`src/hdl/sub_swap_defs.vh`:
```
// Constants for the subtract and nibble exchange execution block.
// Assumes inclusion by bare name from hdl/ design files.
`ifndef SUB_SWAP_DEFS_VH
`define SUB_SWAP_DEFS_VH

// ****************************************************************
// Instruction decode
// ****************************************************************
`define OPC_MSB         11
`define OPC_LSB         6
`define OPC_SUB         6'h02
`define OPC_SWAP        6'h0e
`define DEST_BIT        5
`define ADDR_MSB        4
`define ADDR_LSB        0
`define INSTR_MSB       11
`define INSTR_LSB       0
`define FIDX_MSB        6
`define FIDX_LSB        2

// ****************************************************************
// Data and status
// ****************************************************************
`define NIB_HI_MSB      7
`define NIB_HI_LSB      4
`define NIB_LO_MSB      3
`define NIB_LO_LSB      0
`define ACC_RST         8'h00
`define FILE_RST        8'h00
`define FLAG_RST        1'h0
`define APB_SLVERR      1'h0

// ****************************************************************
// APB register map (byte addresses)
// ****************************************************************
`define ADDR_INSTR      12'h000
`define ADDR_ACC        12'h004
`define ADDR_STATUS     12'h008
`define ADDR_FILE_BASE  12'h080
`define ADDR_FILE_END   12'h0fc
`define INSTR_RST       12'h000
`define ST_CARRY        0
`define ST_HALF         1
`define ST_ZERO         2

`endif

```
`src/hdl/sub_swap_alu.v`:
```
// Combinational arithmetic for subtract and nibble exchange.
// Assumes operands come from registers on the same clock.
`timescale 1ns/100ps
`include "sub_swap_defs.vh"

module sub_swap_alu #(
   parameter W = 8
) (
   // Operands
   input  wire [W-1:0] file_val_i,
   input  wire [W-1:0] acc_val_i,
   // Results
   output wire [W-1:0] diff_o,
   output wire [W-1:0] swap_o,
   output wire         carry_o,
   output wire         half_carry_bit_o,
   output wire         zero_o
);

   wire [W:0] full_sum;
   wire [4:0] low_sum;

   // Two's complement: f + ~w + 1; carry out set means no borrow.
   assign full_sum         = {1'b0, file_val_i} + {1'b0, ~acc_val_i} + {{W{1'b0}}, 1'b1};
   assign diff_o           = full_sum[W-1:0];
   assign carry_o          = full_sum[W];
   assign low_sum          = {1'b0, file_val_i[`NIB_LO_MSB:`NIB_LO_LSB]}
                             + {1'b0, ~acc_val_i[`NIB_LO_MSB:`NIB_LO_LSB]} + 5'h01;
   assign half_carry_bit_o = low_sum[4];
   assign zero_o           = (full_sum[W-1:0] == {W{1'b0}});
   assign swap_o           = {file_val_i[`NIB_LO_MSB:`NIB_LO_LSB],
                              file_val_i[`NIB_HI_MSB:`NIB_HI_LSB]};

endmodule

```
`src/hdl/sub_swap_core.v`:
```
// Executes the subtract and nibble exchange instructions of an 8-bit core.
// Assumes an APB master on core_clk_i; instruction, working register,
// status and 32 file registers are all reachable over APB.
`timescale 1ns/100ps
`include "sub_swap_defs.vh"

// Operation
// - Subtract working register from file register.
// - Subtract result to acc or file by d.
// - Carry set when no borrow, else cleared.
// - Nibble exchange swaps upper and lower halves.
// - Exchange result to acc or file by d.
// - File address from low five instruction bits.
module sub_swap_core #(
   parameter W     = 8,
   parameter NFILE = 32
) (
   // Clock and reset
   input  wire        core_clk_i,
   input  wire        nrst_i,
   // APB slave
   input  wire        psel_i,
   input  wire        penable_i,
   input  wire        pwrite_i,
   input  wire [11:0] paddr_i,
   input  wire [31:0] pwdata_i,
   output reg  [31:0] prdata_o,
   output reg         pready_o,
   output reg         pslverr_o,
   // Status flags
   output reg         carry_o,
   output reg         half_carry_bit_o,
   output reg         zero_o,
   // Execution pulse
   output reg         exec_done_o
);

   // ****************************************************************
   // State
   // ****************************************************************
   reg  [W-1:0]  file_ff [0:NFILE-1];
   reg  [W-1:0]  acc_ff;
   reg  [11:0]   instr_ff;
   reg           exec_ff;
   reg           carry_ff;
   reg           half_ff;
   reg           zero_ff;

   wire [5:0]    opcode;
   wire          dest;
   wire [4:0]    faddr;
   wire          is_sub;
   wire          is_swap;
   wire [W-1:0]  fval;
   wire [W-1:0]  diff;
   wire [W-1:0]  swapped;
   wire          alu_c;
   wire          alu_dc;
   wire          alu_z;
   wire [W-1:0]  result;
   wire          setup;
   wire          wr_acc;
   wire          rd_ok;
   wire [31:0]   nxt_prdata;
   integer       i;
   wire          wr_instr;
   wire          wr_status;
   wire          wr_file;
   wire [4:0]    fidx;
   wire          exec_acc;
   wire          exec_file;
   reg  [W-1:0]  nxt_acc;
   reg           nxt_carry;
   reg           nxt_half;
   reg           nxt_zero;
   reg           file_we;
   reg  [4:0]    file_wa;
   reg  [W-1:0]  file_wd;

   // ****************************************************************
   // Decode
   // ****************************************************************
   assign opcode  = instr_ff[`OPC_MSB:`OPC_LSB];
   assign dest    = instr_ff[`DEST_BIT];
   assign faddr   = instr_ff[`ADDR_MSB:`ADDR_LSB];
   assign is_sub  = exec_ff && (opcode == `OPC_SUB);
   assign is_swap = exec_ff && (opcode == `OPC_SWAP);
   assign fval    = file_ff[faddr];
   assign result  = is_sub ? diff : swapped;
   // Only the two decoded instructions write a destination.
   assign exec_acc  = (is_sub || is_swap) && !dest;
   assign exec_file = (is_sub || is_swap) && dest;

   sub_swap_alu #(
      .W                (W)
   ) u_alu (
      .file_val_i       (fval),
      .acc_val_i        (acc_ff),
      .diff_o           (diff),
      .swap_o           (swapped),
      .carry_o          (alu_c),
      .half_carry_bit_o (alu_dc),
      .zero_o           (alu_z)
   );

   // ****************************************************************
   // APB decode
   // ****************************************************************
   function is_file_addr;
      input [11:0] a;
      begin
         is_file_addr = (a >= `ADDR_FILE_BASE) && (a <= `ADDR_FILE_END);
      end
   endfunction

   // Setup cycle acts; access cycle completes with pready already high.
   assign setup  = psel_i && !penable_i;
   assign wr_acc = setup && pwrite_i && (paddr_i == `ADDR_ACC);
   assign rd_ok  = setup && !pwrite_i;
   assign wr_instr  = setup && pwrite_i && (paddr_i == `ADDR_INSTR);
   assign wr_status = setup && pwrite_i && (paddr_i == `ADDR_STATUS);
   assign wr_file   = setup && pwrite_i && is_file_addr(paddr_i);
   assign fidx      = paddr_i[`FIDX_MSB:`FIDX_LSB];

   // ****************************************************************
   // Read data selection
   // ****************************************************************
   // Unmapped addresses read as zero.
   function [31:0] read_word;
      input [11:0]  a;
      input [11:0]  ins;
      input [W-1:0] acc;
      input [2:0]   st;
      input [W-1:0] fw;
      begin
         case (a)
            `ADDR_INSTR: begin
               read_word = {20'h00000, ins};
            end
            `ADDR_ACC: begin
               read_word = {{(32-W){1'b0}}, acc};
            end
            `ADDR_STATUS: begin
               read_word = {29'h00000000, st};
            end
            default: begin
               if (is_file_addr(a)) begin
                  read_word = {{(32-W){1'b0}}, fw};
               end else begin
                  read_word = 32'h00000000;
               end
            end
         endcase
      end
   endfunction

   assign nxt_prdata = read_word(paddr_i, instr_ff, acc_ff, {zero_ff, half_ff, carry_ff},
                                 file_ff[fidx]);

   // ****************************************************************
   // APB response
   // ****************************************************************
   // Only the setup cycle acts, so the access phase never waits.
   always @(posedge core_clk_i) begin
      if (!nrst_i) begin
         pready_o  <= 1'b0;
         pslverr_o <= 1'b0;
         prdata_o  <= 32'h00000000;
      end else begin
         pready_o  <= setup;
         pslverr_o <= `APB_SLVERR;
         if (rd_ok) begin
            prdata_o <= nxt_prdata;
         end
      end
   end

   // ****************************************************************
   // Instruction launch
   // ****************************************************************
   // A written instruction executes in the following cycle, which is
   // the access phase, so it never meets another software write.
   always @(posedge core_clk_i) begin
      if (!nrst_i) begin
         instr_ff    <= `INSTR_RST;
         exec_ff     <= 1'b0;
         exec_done_o <= 1'b0;
      end else begin
         exec_ff     <= wr_instr;
         exec_done_o <= exec_ff;
         if (wr_instr) begin
            instr_ff <= pwdata_i[`INSTR_MSB:`INSTR_LSB];
         end
      end
   end

   // ****************************************************************
   // Next values of working register, file write and status
   // ****************************************************************
   // Execution takes priority over a same-cycle software write to its
   // target; that software write is then lost.
   always @* begin
      nxt_acc   = acc_ff;
      nxt_carry = carry_ff;
      nxt_half  = half_ff;
      nxt_zero  = zero_ff;
      file_we   = 1'b0;
      file_wa   = fidx;
      file_wd   = pwdata_i[W-1:0];
      if (exec_acc) begin
         nxt_acc = result;
      end else if (wr_acc) begin
         nxt_acc = pwdata_i[W-1:0];
      end
      if (exec_file) begin
         file_we = 1'b1;
         file_wa = faddr;
         file_wd = result;
      end else if (wr_file) begin
         file_we = 1'b1;
      end
      // Exchange leaves the flags alone; subtract updates all three.
      if (is_sub) begin
         nxt_carry = alu_c;
         nxt_half  = alu_dc;
         nxt_zero  = alu_z;
      end else if (wr_status) begin
         nxt_carry = pwdata_i[`ST_CARRY];
         nxt_half  = pwdata_i[`ST_HALF];
         nxt_zero  = pwdata_i[`ST_ZERO];
      end
   end

   // ****************************************************************
   // Working register and status
   // ****************************************************************
   always @(posedge core_clk_i) begin
      if (!nrst_i) begin
         acc_ff   <= `ACC_RST;
         carry_ff <= `FLAG_RST;
         half_ff  <= `FLAG_RST;
         zero_ff  <= `FLAG_RST;
      end else begin
         acc_ff   <= nxt_acc;
         carry_ff <= nxt_carry;
         half_ff  <= nxt_half;
         zero_ff  <= nxt_zero;
      end
   end

   // ****************************************************************
   // File registers
   // ****************************************************************
   always @(posedge core_clk_i) begin
      if (!nrst_i) begin
         for (i = 0; i < NFILE; i = i + 1) begin
            file_ff[i] <= `FILE_RST;
         end
      end else if (file_we) begin
         file_ff[file_wa] <= file_wd;
      end
   end

   // ****************************************************************
   // Status flag outputs
   // ****************************************************************
   // The flag pins take the same value as the status register at the
   // same edge, so a software write and a subtract show alike.
   always @(posedge core_clk_i) begin
      if (!nrst_i) begin
         carry_o          <= 1'b0;
         half_carry_bit_o <= 1'b0;
         zero_o           <= 1'b0;
      end else begin
         carry_o          <= nxt_carry;
         half_carry_bit_o <= nxt_half;
         zero_o           <= nxt_zero;
      end
   end

endmodule

```
`config.mk`:
```
export PLATFORM = sky130hd
export DESIGN_NAME = sub_swap_core
export DESIGN_NICKNAME = d
export VERILOG_FILES = /design/src/hdl/sub_swap_alu.v /design/src/hdl/sub_swap_core.v
export VERILOG_INCLUDE_DIRS = /design/src /design/src/hdl
export SDC_FILE = /design/constraint.sdc
export NUM_CORES = 1
export LEC_CHECK = 0
export BUFFER_PORTS_ARGS = -buffer_cell sky130_fd_sc_hd__buf_4
export CAP_MARGIN = 15
export CORE_ASPECT_RATIO = 1.25
export CORE_MARGIN = 2
export CORE_UTILIZATION = 58
export CTS_BUF_LIST = sky130_fd_sc_hd__clkbuf_8
export DETAILED_ROUTE_END_ITERATION = 7
export GPL_TIMING_DRIVEN = 0
export HOLD_SLACK_MARGIN = 0.02
export PLACE_DENSITY = 0.81
export SLEW_MARGIN = 25
export SYNTH_ARGS = -nofsm -noshare
export SYNTH_HDL_FRONTEND = slang
export SYNTH_SLANG_ARGS = --single-unit
```
`constraint.sdc`:
```
create_clock -name core_clk_i -period 4.3 [get_ports core_clk_i]
set_input_delay 0.86 -clock core_clk_i [delete_from_list [all_inputs] [get_ports core_clk_i]]
set_output_delay 0.86 -clock core_clk_i [all_outputs]
set_load 0.01 [all_outputs]
```
**After elaboration in Yosys (flattened, before gate mapping)**

Memory sizes are Yosys's and may differ from the RTL's. A register that Yosys moved wholly into a read port is not among the register bits.
Cells that the tools add are included.
Widths: inputs -> output; s select.

- Register bits: 58
- Memory bits (writable): 256
- Input bits: 49
- Output and inout port bits: 38
- Memories: 1

- Add/sub/neg operators: 4
- Order comparisons: 2
- Equal/unequal tests: 4
- Muxes and demuxes: 24
- Bitwise logic cells: 2
- Reductions and logical operators: 21

Memory list:

| memory | depth | bits a word | read ports | clocked after memory_dff | write ports | RTL line | source |
|---|---|---|---|---|---|---|---|
| file_ff | 32 | 8 | 2 | 1 | 32 | sub_swap_core.v:41 | `reg [W-1:0] file_ff [0:NFILE-1];` |

Operator list:

| kind | number |
|---|---|
| $mux 8 | 6 |
| $pmux 12 s3 | 1 |
| $mux 5 | 4 |
| $mux 1 | 13 |
| $eq 12x3->1 const B | 1 |
| $eq 12x4->1 const B | 1 |
| $ge 12x8->1 const B | 1 |
| $le 12x8->1 const B | 1 |
| $logic_and 1x1->1 | 12 |
| $logic_not 12->1 | 1 |
| $add 8x8->9 | 1 |
| $add 9x1->9 const B | 1 |
| $logic_not 8->1 | 1 |
| $not 8->8 | 1 |
| $reduce_or 8->1 | 1 |
| $eq 6x2->1 const B | 1 |
| $eq 6x4->1 const B | 1 |
| $add 4x4->5 | 1 |
| $add 5x1->5 const B | 1 |
| $not 4->4 | 1 |
| $reduce_bool 2->1 | 2 |
| $logic_not 1->1 | 3 |
| $logic_or 1x1->1 | 1 |

**Depth between registers and ports, before layout**

- Word-level depth: 11
- Mapped depth: 18

**By module**

From an unflattened synthesis, not the netlist that was laid out.

- Cell total of the unflattened synthesis: 1286
- Area total of the unflattened synthesis: 16641.0 µm²

By module, submodules not included:

| module | instances | cells each | area each (µm²) | seq. area each (µm²) |
|---|---|---|---|---|
| sub_swap_core | 1 | 1228 | 16186.8 | 8548.2 |
| sub_swap_alu | 1 | 58 | 454.2 | 0.0 |

**Least setup slack after synthesis**

OpenSTA, ideal clock, no wires.

- Path kind: reg2reg
- Start point: register with a tool-made name
- End point: memory file_ff[26][6], data pin
- Setup time: 0.272 ns
- Arrival: 3.898 ns
- Required time: 4.028 ns
- Path slack: 0.130 ns
- Stages on the path, launching flop included: 18
- Path through: dfxtp_1 > buf_6 > buf_6 > buf_2 > mux4_2 > mux2i_1 > nand3_1 > o211ai_1 > ha_1 > inv_1 > fa_1 > a21o_1 > a21oi_1 > o221ai_1 > xor2_1 > nor3_1 > clkbuf_1 > nor4_1

RTL lines:

| item | RTL line |
|---|---|
| end, declared | sub_swap_core.v:41 |

==> impl_metrics.yaml <==
run_status:
  status: "complete, but fails checks"
  violations: "setup timing"
die:
  initial_core_util_pct: 58.73
  dieArea_um2: 30140
  die_w_um: 155.7
  core-area_um2: 28400
  io_pins: 87
  fp.dieH_um: 193.6
  rows: 69
placed_design:
  dp_cells: 1782
  pre_cts_slack_ns: -1.156
  numPortBuffers: 40
  dp_hpwl_mm: 43.27
  finalWeightedCongestion: 1.039
synth:
  synth_top_area_share_pct: 46.08
  synthTopCellsByArea: "edfxtp_1 (46%), mux4_2 (13%), mux2i_1 (6.3%)"
  yosysWarnings: 0
  synth_edf_count: 256
  synth_commonest_cells: "edfxtp_1 (256), nor2_1 (183), mux2i_1 (105)"
  synthArstFlopShare_pct: 0
  yosysTopAreaCell: "edfxtp_1"
  ys_ff_latch: 299
  syn_area_um2: 16680
  syn_inst: 1362
  ys_seq_area_share_pct: 51.24
  synthFlopType: "edfxtp_1"
  synth_cell_types: 73
  synth_most_common_cell: "edfxtp_1"
  syn_avg_cell_area_um2: 12.25
route:
  routed_wl_mm: 61.24
  drt-initial-drc-count: 2502
  drc: 0
  viasPerCell: 7.263
  first_pass_iters: 8
  drtAntennaViolNets: 0
  via_count: 13778
  post_drt_wl_per_cell_um: 32.28
worst_setup_path:
  cp-end-kind: "flip-flop"
  crit_arrival_ns: 4.61
  critPathRequiredTime_ns: 4.56
  cp_max_fo: 10
  startpoint_type: "input port"
  critPathKind: "input port to flip-flop"
  rrSetupSlack_ns: -0.02
layout:
  fin_cells: 1897
  nets: 1563
  layout-drive-gt1-share_pct: 28.10
  n_fill_cell: 1997
  area_growth_pct: 16.94
sta:
  finalHoldViolCount: 0
  rsz0062_at_grt: "true"
  maxSlewViolCount: 0
  setup_viol: 19
  post-route-period-util_pct: 101.2
  worstMarginPinSlew_ns: 1.126
  min_period_ns: 4.352
  worst_slack_ns: -0.05193
  skew_ns: 0.03077
  slew_headroom_pct: 24.92
  fmax_ghz: 0.2298
clock_network:
  cts.sinks: 299
  clock-root-buffer: "clkbuf_8"
  cts.path.max_buffers: 3
  htree_levels: 2
  numCtsBuffers: 46
  cts_tree: "done"
  clkTransAtPathRegs_ns: 0.07
  clk_latency_ns: 0.65
grt:
  grt_max_degree: 13
  gr-total-overflow: 0
  grt.total_usage_pct: 40.12
  grt_pass1_wl_mm: 86.39
  grt_pass1_vias: 13400
  antenna_found_initial: 1
power_and_ir_drop:
  peakVddDrop_v: 0.0001653
  p_leak_nw: 6.866
  powerDensity_nw_per_um2: 327.9
run:
  max_cap_violations: 0
worst_hold_path:
  min_path_type: "flip-flop to flip-flop"
==> final timing paths <==
path                             startpoint                           end  depth (start not counted)
setup / recovery                 paddr_i[2]  file_ff[13][3]$_SDFFCE_PN0P_                          9
hold / removal    prdata_o[11]$_SDFFE_PN0P_     prdata_o[11]$_SDFFE_PN0P_                          2
setup reg to reg                  flip-flop  file_ff[22][6]$_SDFFCE_PN0P_                         16
hold reg to reg   prdata_o[11]$_SDFFE_PN0P_     prdata_o[11]$_SDFFE_PN0P_                          2
==> registers in the layout, indices dropped and copies added, names as in the netlist, named ones only <==
| name | count |
|---|---|
| file_ff | 256 |
| instr_ff | 12 |
| prdata_o | 12 |
| acc_ff | 8 |
| carry_o | 1 |
| exec_done_o | 1 |
| exec_ff | 1 |
| half_carry_bit_o | 1 |
| pready_o | 1 |
| zero_o | 1 |
==> worst max-delay path: stages <==
cell and delay (ns):
buf_2 0.36, buf_4 0.39, buf_4 0.33, buf_2 0.50, nor2b_1 0.37, mux2i_1 0.20, nor2_2 0.66, nand2_1 0.37
nand2_1 0.54
==> stage by stage <==
stage          hold slack, ns  utilization, %  setup TNS [ns]  instance area [um^2]  total power (W)
6_report               0.4681           68.68         -0.5353                 19510         0.006397
5_1_grt                0.4955           68.67          -4.192                 19510         0.006495
4_1_cts                0.4667           66.75               0                 18960         0.006308
3_5_place_dp           0.4594           61.94         -255.88                 17590         0.003816
3_3_place_gp           0.4516           61.62         -383.73                 17500         0.003801
2_1_floorplan          0.4851               -               0                 16760         0.003600
==> cell families (layout without fill, tap and decap cells) <==
logic type | Yosys count | count (layout) | share of synthesized area (%)
simple gates | 482 | 482 | 13.49
flops | 299 | 299 | 51.24
compound gates | 185 | 185 | 7.275
mux | 230 | 230 | 22.10
fa+ha+maj | 9 | 9 | 0.7200
xor+xnor | 6 | 6 | 0.3150
other cells | 1 | 22 | 0.02248
buf+inv | 150 | 309 | 4.838
==> what timing repair did <==
| item | 4_1_cts | 5_1_grt |
|---|---|---|
| buffers inserted | 11 | 17 |
| pin swaps | 11 | 18 |
| cloned | 1 | 2 |
| hold buffers | 0 | 0 |
| endpoints found under the setup margin | 323 | 285 |
| gates resized for setup | 75 | 96 |
==> cell type report <==
class | count | area, um^2 | area share, %
clock buffer | 49 | 674.4 | 3.457
antenna | 1 | 2.502 | 0.01283
buffer | 132 | 958.4 | 4.913
timing repair buffer | 76 | 654.4 | 3.354
clock inverter | 35 | 295.3 | 1.514
inverter | 17 | 63.81 | 0.3271
tap | 355 | 444.2 | 2.277
sequential | 299 | 8553 | 43.85
multi-input combinational | 933 | 7861 | 40.30
==> where the power goes <==
group          internal (W)  switching [W]
clock network       0.00137        0.00122
logic              0.000209       0.000362
registers           0.00320      0.0000369
total               0.00478        0.00162
==> cells in the final DEF, fill, tap and decap left out, drive strengths merged, types with 41 or more instances in the layout <==
cell type and n:
buf 152, nand2 101, nor2 189, clkbuf 104
nor3 73, mux4 106, mux2i 105, nor4 41
dfxtp 43, edfxtp 256, o21ai 51
==> per-layer routing <==
| layer | track usage, % | vias up | wire length [um] |
|---|---|---|---|
| met4 | 29.80 | 2 | 5943 |
| met5 | 0 | - | 13 |
| met2 | 61.95 | 1344 | 27730 |
| met3 | 11.53 | 387 | 8758 |
| met1 | 47.78 | 6550 | 18790 |
| li1 | - | 5495 | - |
Note: power is estimated with default switching activity, not from simulation.
